==> config.mk <==
export PLATFORM = sky130hd
export DESIGN_NAME = tac_temp_alarm
export DESIGN_NICKNAME = d
export VERILOG_FILES = /design/src/rtl/tac_pkg.sv /design/src/rtl/tac_tach_count.sv /design/src/rtl/tac_temp_alarm.sv
export SDC_FILE = /design/constraint.sdc
export NUM_CORES = 1
export LEC_CHECK = 0
export ABC_AREA = 1
export BUFFER_PORTS_ARGS = -buffer_cell sky130_fd_sc_hd__buf_2
export CORE_MARGIN = 3
export CORE_UTILIZATION = 45
export DETAILED_ROUTE_END_ITERATION = 7
export GPL_ROUTABILITY_DRIVEN = 0
export PLACE_DENSITY_LB_ADDON = 0.1
export SLEW_MARGIN = 20
export SYNTH_ARGS = -nofsm -noshare
export SYNTH_HDL_FRONTEND = slang
export SYNTH_SLANG_ARGS = --single-unit
==> constraint.sdc <==
create_clock -name I_SYS_CLK -period 3.92 [get_ports I_SYS_CLK]
set_clock_uncertainty 0.1 [all_clocks]
set_input_delay 0.196 -clock I_SYS_CLK [delete_from_list [all_inputs] [get_ports I_SYS_CLK]]
set_output_delay 0.196 -clock I_SYS_CLK [all_outputs]
set_load 0.1 [all_outputs]
==> src/rtl/tac_pkg.sv <==
/*
 * Constants and state types for the temperature alarm compare block.
 * Assumes one 40 MHz system clock and an active-low asynchronous reset.
 */
// Notes on behaviour
// - Fan count assumes two tach pulses per turn
// - Fan DAC takes an 8-bit code
// - DAC code is full scale after reset
// - Temperature 9 or 12 bit, compared to limits
// - Limits are 8-bit two's complement, 1 degree
// - Default result is 9-bit, half degree
// - Extended mode may give 12-bit sixteenth degree
// - Hysteresis offset is 3-bit unsigned degrees
// - Critical line stays off in normal modes
// - Normal and extended, each three alarm modes
// - Normal repetitive retriggers above release limit
// - Normal one-time rearms at release limit
// - Zeroed controls select normal one-time mode
// - Normal comparator follows upper limit, ignores lower
// - Status read clears general, mode read critical
// - Extended repetitive low alarm with hysteresis release
// - Extended repetitive high alarm with hysteresis release
// - Extended repetitive critical alarm with hysteresis
// - Extended one-time fires once, rearms past hysteresis
// - Extended comparator low releases above low plus hysteresis
// - Extended comparator high and critical release below
// - Status read clears high and low flags and general line, except in comparator mode
// - Flag drives general line only when unmasked
package tac_pkg;

   localparam int          CLK_HZ        = 40_000_000;
   // Count rate at divisor 1: 22.5 kHz doubled for two pulses per turn
   localparam int          FAN_TICK_HZ   = 45_000;
   localparam int          FAN_TICK_CYC  = CLK_HZ / FAN_TICK_HZ;
   localparam logic [9:0]  FAN_TICK_LAST = 10'(FAN_TICK_CYC - 1);
   localparam logic [7:0]  FAN_COUNT_MAX = 8'hFF;
   localparam logic [7:0]  DAC_RESET     = 8'hFF;

   // Alarm mode codes; all-zero is one-time
   localparam logic [1:0]  MODE_ONCE     = 2'h0;
   localparam logic [1:0]  MODE_REP      = 2'h1;
   localparam logic [1:0]  MODE_COMP     = 2'h2;

   localparam int          TEMP_W        = 12;
   localparam int          CMP_W         = 13;
   localparam int          RES9_DROP     = 3;

   typedef struct packed {
      logic [TEMP_W-1:0] result;
      logic              hi_trip;
      logic              lo_trip;
      logic              cr_trip;
      logic              hi_armed;
      logic              lo_armed;
      logic              cr_armed;
      logic              hi_flag;
      logic              lo_flag;
      logic              cr_flag;
      logic              gen_alarm_n;
      logic              crit_alarm_n;
      logic [7:0]        dac;
      logic [9:0]        tick_cnt;
      logic              fan_tick;
   } tac_state_s;

   typedef struct packed {
      logic       sync1;
      logic       sync2;
      logic       prev;
      logic [2:0] pre;
      logic [7:0] acc;
      logic [7:0] count;
   } tac_tach_s;

endpackage : tac_pkg

==> src/rtl/tac_tach_count.sv <==
/*
 * Fan tachometer period counter: counts scaled base ticks over one
 * tach period, saturating at full scale.
 * Assumes a one-cycle base tick pulse on the same clock; the tach pin is
 * asynchronous and is synchronised here.
 */
`timescale 1ns/1ps
module tac_tach_count (
   input  wire logic       i_clk,
   input  wire logic       i_rst_n,
   input  wire logic       i_tick,
   input  wire logic [1:0] i_div,
   input  wire logic       i_tach,
   output logic [7:0]      o_count
);

   tac_pkg::tac_tach_s st;
   tac_pkg::tac_tach_s next_st;
   logic [3:0]         pre_lim;
   logic               edge_seen;

   // Divisor code 0..3 selects 1, 2, 4 or 8
   assign pre_lim   = (4'h1 << i_div) - 4'h1;
   assign edge_seen = st.sync2 & ~st.prev;

   always_comb begin
      next_st       = st;
      next_st.sync1 = i_tach;
      next_st.sync2 = st.sync1;
      next_st.prev  = st.sync2;
      if (edge_seen) begin
         // One full period between rising edges gives the count
         next_st.count = st.acc;
         next_st.acc   = 8'h00;
         next_st.pre   = 3'h0;
      end else if (i_tick) begin
         if (st.pre == pre_lim[2:0]) begin
            next_st.pre = 3'h0;
            if (st.acc != tac_pkg::FAN_COUNT_MAX) begin
               next_st.acc = st.acc + 8'h01;
            end
         end else begin
            next_st.pre = st.pre + 3'h1;
         end
      end
   end

   always_ff @(posedge i_clk or negedge i_rst_n) begin
      if (!i_rst_n) begin
         // Pin idles high; a zero here would fake an edge after reset
         st       <= '0;
         st.sync1 <= 1'b1;
         st.sync2 <= 1'b1;
         st.prev  <= 1'b1;
      end else begin
         st <= next_st;
      end
   end

   assign o_count = st.count;
endmodule : tac_tach_count

==> src/rtl/tac_temp_alarm.sv <==
/*
 * Temperature result formatting, limit compare and alarm lines, fan DAC
 * code holding and two fan tach counters.
 * Assumes the conversion strobe, raw result, limits, mode and read strobes
 * come from logic on the same clock; tach inputs are pins.
 */
`timescale 1ns/1ps
module tac_temp_alarm (
   input  wire logic        I_SYS_CLK,
   input  wire logic        I_RESETN,
   input  wire logic        I_CONV_DONE,
   input  wire logic [11:0] I_TEMP_RAW,
   input  wire logic        I_EXT_MODE,
   input  wire logic [1:0]  I_ALARM_MODE,
   input  wire logic        I_RES_12,
   input  wire logic [7:0]  I_HIGH_LIMIT,
   input  wire logic [7:0]  I_LOW_LIMIT,
   input  wire logic [7:0]  I_CRITICAL_TEMP_LIMIT,
   input  wire logic [7:0]  I_UPPER_RELEASE_LIMIT,
   input  wire logic [2:0]  I_HYSTERESIS_OFFSET,
   input  wire logic        I_MASK_HIGH,
   input  wire logic        I_MASK_LOW,
   input  wire logic        I_STATUS_READ,
   input  wire logic        I_EXT_STATUS_READ,
   input  wire logic        I_DAC_WRITE,
   input  wire logic [7:0]  I_DAC_CODE,
   input  wire logic        I_TACH_INPUT_ONE,
   input  wire logic        I_TACH_INPUT_TWO,
   input  wire logic [1:0]  I_FAN_DIV_ONE,
   input  wire logic [1:0]  I_FAN_DIV_TWO,
   output logic [11:0]      O_TEMP_RESULT,
   output logic             O_HIGH_FLAG,
   output logic             O_LOW_FLAG,
   output logic             O_CRIT_FLAG,
   output logic             O_GEN_ALARM_N,
   output logic             O_CRITICAL_ALARM_LINE_N,
   output logic [7:0]       O_DAC_CODE,
   output logic [7:0]       O_FAN_COUNT_ONE,
   output logic [7:0]       O_FAN_COUNT_TWO
);

   tac_pkg::tac_state_s st;
   tac_pkg::tac_state_s next_st;

   logic                 res12;
   logic                 comp;
   logic signed [12:0]   t_cmp;
   logic signed [12:0]   hi_lim;
   logic signed [12:0]   lo_lim;
   logic signed [12:0]   cr_lim;
   logic signed [12:0]   rel_lim;
   logic signed [12:0]   hy;
   logic signed [12:0]   hi_rel_lim;
   logic                 hi_set;
   logic                 hi_rel;
   logic                 lo_set;
   logic                 lo_rel;
   logic                 cr_set;
   logic                 cr_rel;
   logic [2:0]           hi_step;
   logic [2:0]           lo_step;
   logic [2:0]           cr_step;

   // Limits in whole degrees, moved to sixteenth-degree units
   function automatic logic signed [12:0] tac_align(input logic [7:0] lim);
      tac_align = {lim[7], lim, 4'h0};
   endfunction : tac_align

   // Returns {trip, armed, fire} for one limit after a conversion
   function automatic logic [2:0] tac_step(input logic       set,
                                           input logic       rel,
                                           input logic       trip,
                                           input logic       armed,
                                           input logic [1:0] mode);
      logic t;
      logic a;
      logic f;
      t = set ? 1'b1 : (rel ? 1'b0 : trip);
      a = rel ? 1'b1 : armed;
      if (mode == tac_pkg::MODE_ONCE) begin
         f = set & armed;
         if (f) begin
            a = 1'b0;
         end
      end else begin
         f = t;
      end
      tac_step = {t, a, f};
   endfunction : tac_step

   assign res12 = I_EXT_MODE & I_RES_12;
   assign comp  = (I_ALARM_MODE == tac_pkg::MODE_COMP);

   // A 9-bit result compares with its dropped bits as zero
   assign t_cmp = res12 ? {I_TEMP_RAW[11], I_TEMP_RAW}
                        : {I_TEMP_RAW[11], I_TEMP_RAW[11:3], 3'h0};
   assign hi_lim  = tac_align(I_HIGH_LIMIT);
   assign lo_lim  = tac_align(I_LOW_LIMIT);
   assign cr_lim  = tac_align(I_CRITICAL_TEMP_LIMIT);
   assign rel_lim = tac_align(I_UPPER_RELEASE_LIMIT);
   assign hy      = {6'h00, I_HYSTERESIS_OFFSET, 4'h0};

   // Normal comparator releases at the upper limit itself
   assign hi_rel_lim = I_EXT_MODE ? (hi_lim - hy)
                                  : (comp ? hi_lim : rel_lim);
   assign hi_set = t_cmp > hi_lim;
   assign hi_rel = t_cmp <= hi_rel_lim;
   assign lo_set = I_EXT_MODE & (t_cmp <= lo_lim);
   assign lo_rel = t_cmp > (lo_lim + hy);
   assign cr_set = I_EXT_MODE & (t_cmp > cr_lim);
   // Critical release taken as critical limit minus hysteresis
   assign cr_rel = t_cmp <= (cr_lim - hy);

   assign hi_step = tac_step(hi_set, hi_rel, st.hi_trip, st.hi_armed, I_ALARM_MODE);
   assign lo_step = tac_step(lo_set, lo_rel, st.lo_trip, st.lo_armed, I_ALARM_MODE);
   assign cr_step = tac_step(cr_set, cr_rel, st.cr_trip, st.cr_armed, I_ALARM_MODE);

   always_comb begin
      next_st          = st;
      next_st.fan_tick = 1'b0;
      if (st.tick_cnt == tac_pkg::FAN_TICK_LAST) begin
         next_st.tick_cnt = 10'h000;
         next_st.fan_tick = 1'b1;
      end else begin
         next_st.tick_cnt = st.tick_cnt + 10'h001;
      end

      if (I_DAC_WRITE) begin
         next_st.dac = I_DAC_CODE;
      end

      // Clears first so a conversion in the same cycle wins
      if (I_STATUS_READ && !comp) begin
         next_st.hi_flag = 1'b0;
         next_st.lo_flag = 1'b0;
      end
      if (I_EXT_STATUS_READ && !comp) begin
         next_st.cr_flag = 1'b0;
      end

      if (I_CONV_DONE) begin
         next_st.result = res12 ? I_TEMP_RAW
                                : {{3{I_TEMP_RAW[11]}}, I_TEMP_RAW[11:3]};
         {next_st.hi_trip, next_st.hi_armed} = hi_step[2:1];
         {next_st.lo_trip, next_st.lo_armed} = lo_step[2:1];
         {next_st.cr_trip, next_st.cr_armed} = cr_step[2:1];
         if (comp) begin
            next_st.hi_flag = hi_step[2];
            next_st.lo_flag = lo_step[2];
            next_st.cr_flag = cr_step[2];
         end else begin
            next_st.hi_flag = next_st.hi_flag | hi_step[0];
            next_st.lo_flag = next_st.lo_flag | lo_step[0];
            next_st.cr_flag = next_st.cr_flag | cr_step[0];
         end
      end

      // Normal option has no lower or critical alarm at all
      if (!I_EXT_MODE) begin
         next_st.lo_trip  = 1'b0;
         next_st.lo_flag  = 1'b0;
         next_st.lo_armed = 1'b1;
         next_st.cr_trip  = 1'b0;
         next_st.cr_flag  = 1'b0;
         next_st.cr_armed = 1'b1;
      end

      next_st.gen_alarm_n  = ~((next_st.hi_flag & ~I_MASK_HIGH)
                              | (next_st.lo_flag & ~I_MASK_LOW));
      next_st.crit_alarm_n = ~next_st.cr_flag;
   end

   always_ff @(posedge I_SYS_CLK or negedge I_RESETN) begin
      if (!I_RESETN) begin
         st              <= '0;
         st.hi_armed     <= 1'b1;
         st.lo_armed     <= 1'b1;
         st.cr_armed     <= 1'b1;
         st.gen_alarm_n  <= 1'b1;
         st.crit_alarm_n <= 1'b1;
         st.dac          <= tac_pkg::DAC_RESET;
      end else begin
         st <= next_st;
      end
   end

   tac_tach_count u_tach_one (
      .i_clk   (I_SYS_CLK),
      .i_rst_n (I_RESETN),
      .i_tick  (st.fan_tick),
      .i_div   (I_FAN_DIV_ONE),
      .i_tach  (I_TACH_INPUT_ONE),
      .o_count (O_FAN_COUNT_ONE)
   );

   tac_tach_count u_tach_two (
      .i_clk   (I_SYS_CLK),
      .i_rst_n (I_RESETN),
      .i_tick  (st.fan_tick),
      .i_div   (I_FAN_DIV_TWO),
      .i_tach  (I_TACH_INPUT_TWO),
      .o_count (O_FAN_COUNT_TWO)
   );

   assign O_TEMP_RESULT           = st.result;
   assign O_HIGH_FLAG             = st.hi_flag;
   assign O_LOW_FLAG              = st.lo_flag;
   assign O_CRIT_FLAG             = st.cr_flag;
   assign O_GEN_ALARM_N           = st.gen_alarm_n;
   assign O_CRITICAL_ALARM_LINE_N = st.crit_alarm_n;
   assign O_DAC_CODE              = st.dac;

   // Zeroed mode code and option select normal one-time
   logic mode_default;
   assign mode_default = (I_ALARM_MODE == tac_pkg::MODE_ONCE) & ~I_EXT_MODE;
endmodule : tac_temp_alarm
=== Word level (Yosys, flattened, before mapping) ===
Cells that the tools add are included.

* Memories: 0
* Output and inout bits: 41
* Bits in writable memories: 0
* Input bits: 73
* Logic and storage cells: 125
* Bits in latches: 0
* Memory bits (read-only): 0
* Bits in registers: 86

* Multiply operators: 0
* Bitwise gates (word level): 20
* Mux-type cells: 41
* Equality and inequality tests: 7
* Div/mod/pow operators: 0
* Reduce and logical (&&, ||, !) cells: 12
* Shifts and indexed selects: 2
* Add/subtract/negate cells: 10
* $lt $le $gt $ge: 6

{| class="wikitable"
|+ Operator list
! cell !! count
|-
| $mux 11 || 5
|-
| $mux 8 || 5
|-
| $le 12x13->1 || 2
|-
| $mux 13 || 2
|-
| $sub 12x8->13 || 2
|-
| $gt 12x12->1 || 2
|-
| $mux 1 || 20
|-
| $add 8x1->8 const B || 2
|-
| $ne 8x8->1 const B || 2
|-
| $add 12x8->13 || 1
|-
| $gt 12x13->1 || 1
|-
| $le 12x12->1 || 1
|-
| $mux 3 || 4
|-
| $reduce_bool 2->1 || 6
|-
| $add 10x1->10 const B || 1
|-
| $and 1x1->1 || 10
|-
| $eq 10x10->1 const B || 1
|-
| $mux 10 || 1
|-
| $mux 2 || 4
|-
| $add 3x1->3 const B || 2
|-
| $eq 3x3->1 || 2
|-
| $not 1->1 || 6
|-
| $reduce_and 3->1 || 2
|-
| $shl 1x2->3 const A || 2
|-
| other kinds (7) || 12
|}

=== Logic depth before layout (Yosys ltp) ===
Gate-level depths: netlist (run 1).

* Word-level depth: 14
* Mapped depth: 25
* Depth with buffers taken out: 25

=== By module ===
Synthesis (run 1) repeated with hierarchy kept, for this count alone.

* Cell total of the unflattened synthesis: 861
* Area total of the unflattened synthesis: 6467.5 um^2

{| class="wikitable"
|+ By module, submodules not included
! module !! times used !! cells an instance !! area each (um^2)
|-
| tac_temp_alarm || 1 || 567 || 4130.2
|-
| tac_tach_count || 2 || 147 || 1168.6
|}

=== Worst setup path before layout (run 1) ===
Ideal clock, no wire load.

* Path kind: input -> register
* Start point: in I_HYSTERESIS_OFFSET[2]
* End point: reg st (netlist bit O_CRIT_FLAG)
* Data required time: 3.705 ns
* Library setup time: 0.115 ns
* Cell stages on the path: 22
* Path slack: 1.311 ns
* Buffers on the path: 0
* Data arrival time: 2.395 ns
* Cell sequence: inv_1 -> ha_1 -> nand2_1 -> nor2_1 -> a211oi_1 -> nand3_1 -> nor3_1 -> xor2_1 -> ha_1 -> nand2_1 -> nor2_1 -> nand3b_1 -> nand3_1 -> nand2_1 -> nand2_1 -> inv_1 -> nand3_1 -> nand2_1 -> nand2_1 -> nand2_1 -> nand2_1 -> inv_1

{| class="wikitable"
|+ RTL lines
! what !! line !! source
|-
| from (decl) || tac_temp_alarm.sv:20 || <nowiki>input wire logic [2:0] I_HYSTERESIS_OFFSET,</nowiki>
|-
| to (signal assigned) || tac_temp_alarm.sv:183 || <nowiki>st <= next_st;</nowiki>
|-
| to (decl) || tac_temp_alarm.sv:42 || <nowiki>tac_pkg::tac_state_s st;</nowiki>
|}

==> impl_results.md, run 1 <==
* Outcome: finished, final reports clean
* Syn Inst Count at 818
* GR Util All Layers at 20.8%
* Total wire length at 15700 µm
* RSZ-0062 raised after global routing: no
* WS Path Type: primary input to flip-flop
* Power Internal at 1.72 mW
* Post-synth top area cell: dfrtp_1
* Clock slew seen by the registers of the worst setup and hold paths at 0.06 ns
* Worst-Skew Late Latency at 0.33 ns
* H-tree depth at 3
* Max Freq at 365 MHz
* Layout Nets at 1046
* Ratio of cells with drive above 1 in the final layout at 20.1%
* R2R Setup Slk at 1.65 ns
* Pre-antenna DRT Iters at 7
* Delay-heaviest family, CP: simple AND/OR/NAND/NOR gates
* # rows at 42
* Post-CTS setup buffers at 0
* Global-route wire length before repair at 26700 µm
* Setup TNS at 0 ns
* Hold_ws at 0.0356 ns
* WL/cell at 14.5 µm
* CP Depth at 23
* Tcrit/Tclk final at 69.8%
* Port buffer count at 113
* Max-slew violations at 0
* Most used cell, CP: nand2_1
* Largest net degree at the start of global routing at 58
* Clock power share at 30.4%
* Diode count at 0
* Vias per cell at 5.05
* Root Driver: clkbuf_16
* Post-synth EDFFs at 0
* Measured slew at the worst slew-check pin at 0.715 ns
* Critical Path RT at 4.04 ns
* Switch Pwr at 1.10 mW
* Startpoint Class: primary input
* Crit path DAT at 2.86 ns
* Post-DP HPWL at 12100 µm
* Post-Place Setup Slack at 0.851 ns
* Syn_area_per_cell at 7.75 µm²
* Initial DRC count at 317
* Area delta synth->final at 13.8%
* Mapped Area at 6340 µm²
* Distinct cells, synth at 47
* Post-CTS sizing at 0
* Ranking of synthesized cells by area: dfrtp_1, ha_1, nand2_1, dfstp_2, inv_1
* Buffers & Inverters on Critical Path at 4
* TritonCTS clock tree: done
* Seq pwr share at 36.4%
* Num Clock Sinks at 86
* Die height at 125 µm
* IO Pins at 114
* CTS Hold Bufs at 11
* Inserted Clock Buffers at 9
* Combinational fraction of design power at 33.1%
* Critical path's slowest cell: a211oi_1
* Final worst slack at 1.18 ns
* Final hold vios at 0
* Main synth FF type: dfrtp_1
* Critical Path Max Stage Delay at 0.31 ns
* Post-route DRC at 0
* R2r startpoint: u_tach_two.next_st[19]$_DFF_PN1_
* Pwr Density at 390 nW/µm²
* Part of the Yosys area used for sequential elements at 34.3%
* Vias at 5485
* Sw frac at 39.1%
* Core Footprint at 13500 µm²
* Most common cell after layout, fill and taps aside: nand2_1
* Reg2Reg Depth at 12
* Die W at 125 µm
* Register bit total from synthesis at 86
* Synth warnings at 0
* Worst setup EP type: flip-flop
* Reg2reg end: u_tach_two.st[12]$_DFFE_PN0P_
* Max FO, Critical Path at 4
* Placed cell area at 6810 µm²
* Syn nets at 959
* FFs w/ async S/R, synth at 100%
* Clock Path Buffers at 2
* Design Area, Final at 7220 µm²
* Peak VDD IR at 0.280 mV
* CP startpoint: I_HYSTERESIS_OFFSET[1]
* Global route total overflow at 0
* Area of the die at 15600 µm²
* Post-synth top area share at 26.4%
* Cell Chain, Critical Path: buf_2 -> inv_1 -> ha_1 -> nand2_1 -> nor2_1 -> a211oi_1 -> nand3_1 -> nor3_1 -> xor2_1 -> ha_1 -> nand2_1 -> nor2_1 -> nand3b_1 -> nand3_1 -> nand2_1 -> nand2_1 -> inv_1 -> nand3_1 -> nand2_1 -> nand2_1 -> nand2_1 -> nand2_1 -> inv_1
* Leak Pwr at 3.75 nW
* Initial antenna violation count at 0
* Hold Path Class: primary input to flip-flop
* Setup violations, final at 0
* Slew HR at 52.3%
* Initial Utilization at 47.0%
* Max-Cap Viols at 0
* Minimum clock period at 2.74 ns
* Crit path capture: O_CRIT_FLAG$_DFF_PN0_
* Most frequent cells in the layout: nand2_1, inv_1, buf_2, nor2_1, dfrtp_1
* Post-DRT Antenna Nets at 0
* Layout Utilization at 53.4%
* Vias in the first global route at 5525
metrics by stage:
step | cells | power (mW)
finish | 1086 | 2.82
global route | 1086 | 2.98
CTS | 1086 | 2.84
global placement | 1059 | 1.94
floorplan | 818 | 1.79
detailed placement | 1059 | 1.97
flip-flops by register name, indices dropped and copies added (netlist names):
name and flops:
O_LOW_FLAG 1, u_tach_one.st 12, u_tach_two.o_count 8, O_GEN_ALARM_N 1, O_DAC_CODE 8, O_CRIT_FLAG 1
u_tach_two.next_st 2, u_tach_one.o_count 8, u_tach_two.st 12, O_TEMP_RESULT 12, st 17, O_HIGH_FLAG 1
O_CRITICAL_ALARM_LINE_N 1, u_tach_one.next_st 2
worst min path at each step:
stage                       start                                end  slack (ns)  cells after the start
global placement         I_RESETN  u_tach_one.o_count[1]$_DFFE_PN0P_        0.19                      1
CTS                 I_TEMP_RAW[4]       O_TEMP_RESULT[4]$_DFFE_PN0P_        0.02                      3
floorplan                I_RESETN              O_CRIT_FLAG$_DFF_PN0_       -0.20                      0
finish              I_TEMP_RAW[4]       O_TEMP_RESULT[4]$_DFFE_PN0P_        0.04                      3
global route        I_TEMP_RAW[4]       O_TEMP_RESULT[4]$_DFFE_PN0P_        0.03                      3
detailed placement       I_RESETN  u_tach_one.o_count[1]$_DFFE_PN0P_        0.21                      1
Yosys cell counts, drive strengths merged, types with 2 or more instances:
cell and n:
nor3b 2, nand2 183, nand3 38, nand4 12, nor4 4, buf 39
a21oi 48, nand3b 4, a31oi 6, o21a 3, o21bai 2, o211ai 4
o22ai 2, dfstp 19, xnor2 6, nor3 20, o31ai 5, clkbuf 11
mux2 8, nor2 70, a211oi 2, fa 3, ha 65, xor2 18
dfrtp 67, inv 118, o21ai 52
power by group through the flow:
stage | registers [mW] | clock network (mW) | logic [mW]
finish | 1.03 | 0.857 | 0.933
global route | 1.04 | 0.920 | 1.03
CTS | 1.03 | 0.872 | 0.938
detailed placement | 1.04 | 0 | 0.927
global placement | 1.04 | 0 | 0.907
floorplan | 1.07 | 0 | 0.716
cell type report:
type / instances / area, µm²
flip-flops and latches: 86 / 2180
clock buffers: 10 / 229
repair buffers: 126 / 693
fillers: 1265 / 6290
inverters: 118 / 448
multi-input cells: 564 / 3380
well taps: 176 / 220
clock inverters: 6 / 71.3
logic make-up after synthesis:
group           after synthesis  synth area share (%)
buf+inv                     168                  12.4
mux                           8                  1.42
fa+ha+maj                    68                  13.8
xor+xnor                     24                  3.31
compound gates              128                  11.2
simple gates                336                  23.6
flops                        86                  34.3
per-layer routing:
| layer | GRT usage [%] | part of all wire (%) | up-vias |
|---|---|---|---|
| met5 | 0 | 0 | - |
| met4 | 5.67 | 1.3 | 0 |
| met3 | 2.66 | 4.1 | 16 |
| met2 | 35.6 | 48 | 142 |
| met1 | 27.7 | 46 | 2511 |
| li1 | - | - | 2816 |
tightest hold or removal path: cells and delay by family:
family	cells	cell delay [ns]
simple gates	1	0.06
compound gates	1	0.06
buf+inv	1	0.11
Note: power is estimated with default switching activity, not from simulation.
==> run 2, diff against run 1 <==
==> constraint.sdc (replaced) <==
create_clock -name I_SYS_CLK -period 2.85 [get_ports I_SYS_CLK]
set_clock_uncertainty 0.1 [all_clocks]
set_input_delay 0.1425 -clock I_SYS_CLK [delete_from_list [all_inputs] [get_ports I_SYS_CLK]]
set_output_delay 0.1425 -clock I_SYS_CLK [all_outputs]
set_load 0.1 [all_outputs]
==> run 2 against run 1 <==
Combinational power up 41%. Sequential power up 37%. Final cell count grew 1.3%. Core utilization rose by 1.6 points. Worst hold slack about the same. First-iteration DRC count down 19%. Largest power group unchanged.
==> impl_results.md, run 2 (synthesis gave the netlist of run 1 again) <==
* Outcome: finished, final reports clean
* Critical Path RT at 3.02 ns
* Clock Path Buffers at 2
* Global route total overflow at 0
* Crit path DAT at 2.78 ns
* Post-CTS setup buffers at 0
* Post-Place Setup Slack at -0.205 ns
* Minimum clock period at 2.61 ns
* WL/cell at 14.4 µm
* Most frequent cells in the layout: nand2_1, buf_2, inv_1, dfrtp_1, ha_1
* Slew HR at 51.7%
* R2r startpoint: u_tach_one.next_st[19]$_DFF_PN1_
* Seq pwr share at 35.3%
* GR Util All Layers at 20.6%
* Max FFs per register at 17
* Switch Pwr at 1.51 mW
* Initial DRC count at 258
* Die height at 125 µm
* Critical path's slowest cell: fa_2
* Final hold vios at 0
* Area delta synth->final at 17.2%
* Max-slew violations at 0
* Total wire length at 15900 µm
* Startpoint Class: primary input
* TritonCTS clock tree: done
* Final Total Pwr at 4.00 mW
* Initial Utilization at 47.0%
* Port buffer count at 113
* Pwr Density at 539 nW/µm²
* Vias at 5595
* Vias in the first global route at 5541
* Root Driver: clkbuf_16
* Leak Pwr at 3.83 nW
* Combinational fraction of design power at 32.9%
* Initial antenna violation count at 0
* Post-route DRC at 0
* Sw frac at 37.8%
* Peak VDD IR at 0.287 mV
* Largest net degree at the start of global routing at 82
* Inserted Clock Buffers at 9
* Ratio of cells with drive above 1 in the final layout at 22.7%
* Tcrit/Tclk final at 91.7%
* Post-DP HPWL at 12200 µm
* Clock slew seen by the registers of the worst setup and hold paths at 0.06 ns
* Core Footprint at 13500 µm²
* Max-Cap Viols at 0
* Diode count at 0
* IO Pins at 114
* Vias per cell at 5.09
* Area of the die at 15600 µm²
* Power Internal at 2.49 mW
* Crit path capture: O_GEN_ALARM_N$_DFF_PN1_
* Hold Path Class: primary input to flip-flop
* Final worst slack at 0.238 ns
* CP startpoint: I_HIGH_LIMIT[0]
* Pre-antenna DRT Iters at 5
* Die W at 125 µm
* WS Path Type: primary input to flip-flop
* Cell Chain, Critical Path: buf_2 -> inv_1 -> ha_2 -> fa_2 -> nor2_2 -> inv_1 -> nand2_2 -> nor2_2 -> inv_1 -> nor3_2 -> o31ai_1 -> ha_1 -> a21oi_2 -> o21a_1 -> nand3_1 -> nand2_1 -> nand3_1 -> nand2_1 -> nand3_1 -> nand2_2 -> nand2_1 -> nand2_1 -> inv_1
* R2R Setup Slk at 0.83 ns
* Reg2Reg Depth at 7
* Clock power share at 31.9%
* H-tree depth at 3
* Max Freq at 383 MHz
* Measured slew at the worst slew-check pin at 0.725 ns
* Global-route wire length before repair at 26700 µm
* Layout Nets at 1060
* Setup violations, final at 0
* Most common cell after layout, fill and taps aside: nand2_1
* Max FO, Critical Path at 3
* Reg2reg end: u_tach_one.st[10]$_DFFE_PN0P_
* Critical Path Max Stage Delay at 0.35 ns
* Worst-Skew Late Latency at 0.34 ns
* Post-DRT Antenna Nets at 0
* Worst setup EP type: flip-flop
* Top reg by flops: st
* Layout fillers at 1270
* Num Clock Sinks at 86
* # rows at 42
-- run 2: changes by cell type in the layout (fill, tap and decap cells not counted), sizes merged --
cell	previous run	this run
bufinv	1	2
buf	115	124
inv	119	118
dlygate4sd3	11	16
clkinv	2	1
clkbuf	10	11
-- run 2: power by group through the flow --
stage / Sequential [mW] / Clock, mW / Combinational (mW)
global route: 1.42 / 1.35 / 1.45
global placement: 1.43 / 0 / 1.26
finish: 1.41 / 1.27 / 1.32
floorplan: 1.48 / 0 / 0.985
detailed placement: 1.43 / 0 / 1.29
CTS: 1.41 / 1.30 / 1.31
-- run 2: critical path: cells and delay by family --
family / cells / cell delay [ns]
buffers and inverters: 5 / 0.35
AOI/OAI and AO/OA: 3 / 0.55
and+or+nand+nor: 12 / 0.88
adders and majority gates: 3 / 0.85
-- run 2: how the worst min path moves through the flow --
stage / start / end / slack, ns / cells past startpoint
4_1_cts: I_MASK_LOW / O_GEN_ALARM_N$_DFF_PN1_ / 0.02 / 5
6_report: I_TEMP_RAW[0] / O_TEMP_RESULT[0]$_DFFE_PN0P_ / 0.04 / 3
3_5_place_dp: I_TACH_INPUT_ONE / u_tach_one.next_st[20]$_DFF_PN1_ / 0.15 / 1
3_3_place_gp: I_TACH_INPUT_ONE / u_tach_one.next_st[20]$_DFF_PN1_ / 0.15 / 1
2_1_floorplan: I_RESETN / O_CRIT_FLAG$_DFF_PN0_ / -0.25 / 0
5_1_grt: I_TEMP_RAW[0] / O_TEMP_RESULT[0]$_DFFE_PN0P_ / 0.04 / 3
-- run 2: repair_timing --
item,in CTS,in global routing
resized for setup,0,19
hold buffers,16,0
endpoints found under the hold margin,82,0
endpoints found under the setup margin,0,4
-- run 2: metal layers --
layer / wire length, µm / GRT usage, %
met2: 7580 / 34.3
met3: 676 / 3.39
met4: 327 / 6.25
met1: 7300 / 27.4
met5: 0 / 0
-- run 2: through the flow --
| step | cells | area (µm²) | util (%) | hold WS (ns) | TNS, ns |
|---|---|---|---|---|---|
| finish | 1100 | 7430 | 55.0 | 0.0356 | 0 |
| global route | 1100 | 7430 | 55.0 | 0.0365 | -0.0495 |
| CTS | 1100 | 7360 | 54.5 | 0.0188 | 0 |
| detailed placement | 1068 | 6870 | 50.9 | 0.155 | -0.612 |
| global placement | 1068 | 6870 | 50.9 | 0.153 | -0.231 |
| floorplan | 818 | 6340 | - | -0.253 | 0 |
-- run 2: cell type report --
cell class              count  area, µm²  area share (%)
flip-flops and latches     86       2180            29.3
clock buffers              11        243            3.27
multi-input cells         564       3450            46.4
inverters                 118        448            6.03
repair buffers            140        815            11.0
well taps                 176        220            2.96
clock inverters             5       83.8            1.13
==> run 3, diff against run 2 <==
--- a/config.mk
+++ b/config.mk
@@ -11,6 +11,7 @@
 export CORE_UTILIZATION = 45
 export DETAILED_ROUTE_END_ITERATION = 7
 export GPL_ROUTABILITY_DRIVEN = 0
+export HOLD_SLACK_MARGIN = 0.05
 export PLACE_DENSITY_LB_ADDON = 0.1
 export SLEW_MARGIN = 20
 export SYNTH_ARGS = -nofsm -noshare
==> run 3 against run 2 <==
First-iteration DRC count grew 13%. Worst hold slack better by 0.062 ns. Final cell count up 0.18%. Non-clock buffer count grew 2. Critical path type unchanged. Routed wire length increased by 0.23%. Largest power group unchanged. Setup slack improved by 0.0081 ns.
==> impl_results.md, run 3 (synthesis gave the netlist of run 1 again) <==
* GR Util All Layers at 20.6%
* WS Path Type: primary input to flip-flop
* Total wire length at 15900 µm
* Layout Utilization at 55.2%
* TritonCTS clock tree: done
* Largest net degree at the start of global routing at 82
* Startpoint Class: primary input
* Slew HR at 51.8%
* CP startpoint: I_HIGH_LIMIT[0]
* Clock slew seen by the registers of the worst setup and hold paths at 0.06 ns
* Area of the die at 15600 µm²
* Tcrit/Tclk final at 91.4%
* Die W at 125 µm
* Root Driver: clkbuf_16
* Vias per cell at 5.07
* Port buffer count at 113
* Vias at 5589
* Measured slew at the worst slew-check pin at 0.723 ns
* Pwr Density at 537 nW/µm²
* Layout Nets at 1062
* Diode count at 0
* IO Pins at 114
* Die height at 125 µm
* Max FO, Critical Path at 3
* Post-Place Setup Slack at -0.205 ns
* Clock Path Buffers at 2
* Post-CTS setup buffers at 0
* Initial DRC count at 292
* Worst-Skew Late Latency at 0.34 ns
* Post-route DRC at 0
* Initial antenna violation count at 0
* Area delta synth->final at 17.5%
* Worst setup EP type: flip-flop
* R2r startpoint: u_tach_one.next_st[19]$_DFF_PN1_
* Max-slew violations at 0
* Global-route wire length before repair at 26700 µm
* Most common cell after layout, fill and taps aside: nand2_1
* Post-DP HPWL at 12200 µm
* Pre-antenna DRT Iters at 5
* Num Clock Sinks at 86
* Minimum clock period at 2.60 ns
* Inserted Clock Buffers at 9
* Post-DRT Antenna Nets at 0
* Min-delay src: I_TEMP_RAW[5]
* Setup violations, final at 0
* Top reg by flops: st
* H-tree depth at 3
* Vias in the first global route at 5554
* Max Freq at 384 MHz
* Finished Layout Cells at 1102
* Hold Path Class: primary input to flip-flop
* WL/cell at 14.4 µm
* Core Footprint at 13500 µm²
* Global route total overflow at 0
* Ratio of cells with drive above 1 in the final layout at 22.7%
* Peak VDD IR at 0.286 mV
* Placed cells at 1068
* Crit path DAT at 2.78 ns
* Initial Utilization at 47.0%
* Final worst slack at 0.246 ns
* Max FFs per register at 17
* Max-Cap Viols at 0
* Critical Path RT at 3.02 ns
* Most frequent cells in the layout: nand2_1, buf_2, inv_1, dfrtp_1, ha_1
* Final hold vios at 0
* Leak Pwr at 3.84 nW
* # rows at 42
* Outcome: finished, final reports clean
[run 3: cell types whose count changed in the layout (fill, tap and decap cells not counted)]
cell,delta
dlygate4sd3_1,+2
[run 3: final cells by class]
type	instances	area [µm²]
clock inverters	5	83.8
fillers	1267	6050
clock buffers	11	243
flip-flops and latches	86	2180
inverters	118	448
multi-input cells	564	3450
well taps	176	220
repair buffers	142	835
[run 3: metal layers]
layer | vias up | wire length, µm | global-route usage, % | share of wire [%]
met5 | - | 0 | 0 | 0
met4 | 0 | 327 | 6.25 | 2.1
met3 | 27 | 783 | 3.39 | 4.9
met2 | 138 | 7550 | 34.4 | 47
met1 | 2575 | 7250 | 27.4 | 46
li1 | 2849 | - | - | -
[run 3: critical path, cell delays in order]
cell     delay, ns
buf_2         0.11
inv_1         0.06
ha_2          0.20
fa_2          0.35
nor2_2        0.11
inv_1         0.06
nand2_2       0.08
nor2_2        0.04
inv_1         0.09
nor3_2        0.06
o31ai_1       0.26
ha_1          0.30
a21oi_2       0.14
o21a_1        0.15
nand3_1       0.07
nand2_1       0.08
nand3_1       0.08
nand2_1       0.07
nand3_1       0.09
nand2_2       0.09
nand2_1       0.05
nand2_1       0.06
inv_1         0.03
[run 3: power by group]
group	switching [mW]	internal, mW	total [mW]
logic	0.969	0.351	1.32
clock network	0.480	0.794	1.27
registers	0.0648	1.35	1.41
total	1.51	2.49	4.00
[run 3: worst paths after layout]
kind | end | slack [ns] | cells past startpoint
max in group asynchronous | O_DAC_CODE[3]$_DFFE_PN1P_ | 1.66 | 3
min | O_TEMP_RESULT[5]$_DFFE_PN0P_ | 0.1 | 3
max reg2reg | u_tach_one.st[10]$_DFFE_PN0P_ | 0.82 | 7
min in group asynchronous | u_tach_one.o_count[2]$_DFFE_PN0P_ | 0.30 | 2
max | O_GEN_ALARM_N$_DFF_PN1_ | 0.25 | 23
min reg2reg | u_tach_two.next_st[19]$_DFF_PN1_ | 0.26 | 0
[run 3: through the flow]
stage | setup TNS, ns | total power, mW | hold slack (ns) | instance area [µm²]
floorplan | 0 | 2.46 | -0.253 | 6340
global placement | -0.231 | 2.69 | 0.153 | 6870
detailed placement | -0.612 | 2.72 | 0.155 | 6870
CTS | 0 | 4.02 | 0.0831 | 7380
global route | -0.0495 | 4.22 | 0.106 | 7450
finish | 0 | 4.00 | 0.0973 | 7450
[run 3: what timing repair did]
item / 4_1_cts / 5_1_grt
hold buffers: 18 / 0
hold endpoints to repair: 83 / 0
endpoints found under the setup margin: 0 / 4
gates resized for setup: 0 / 19
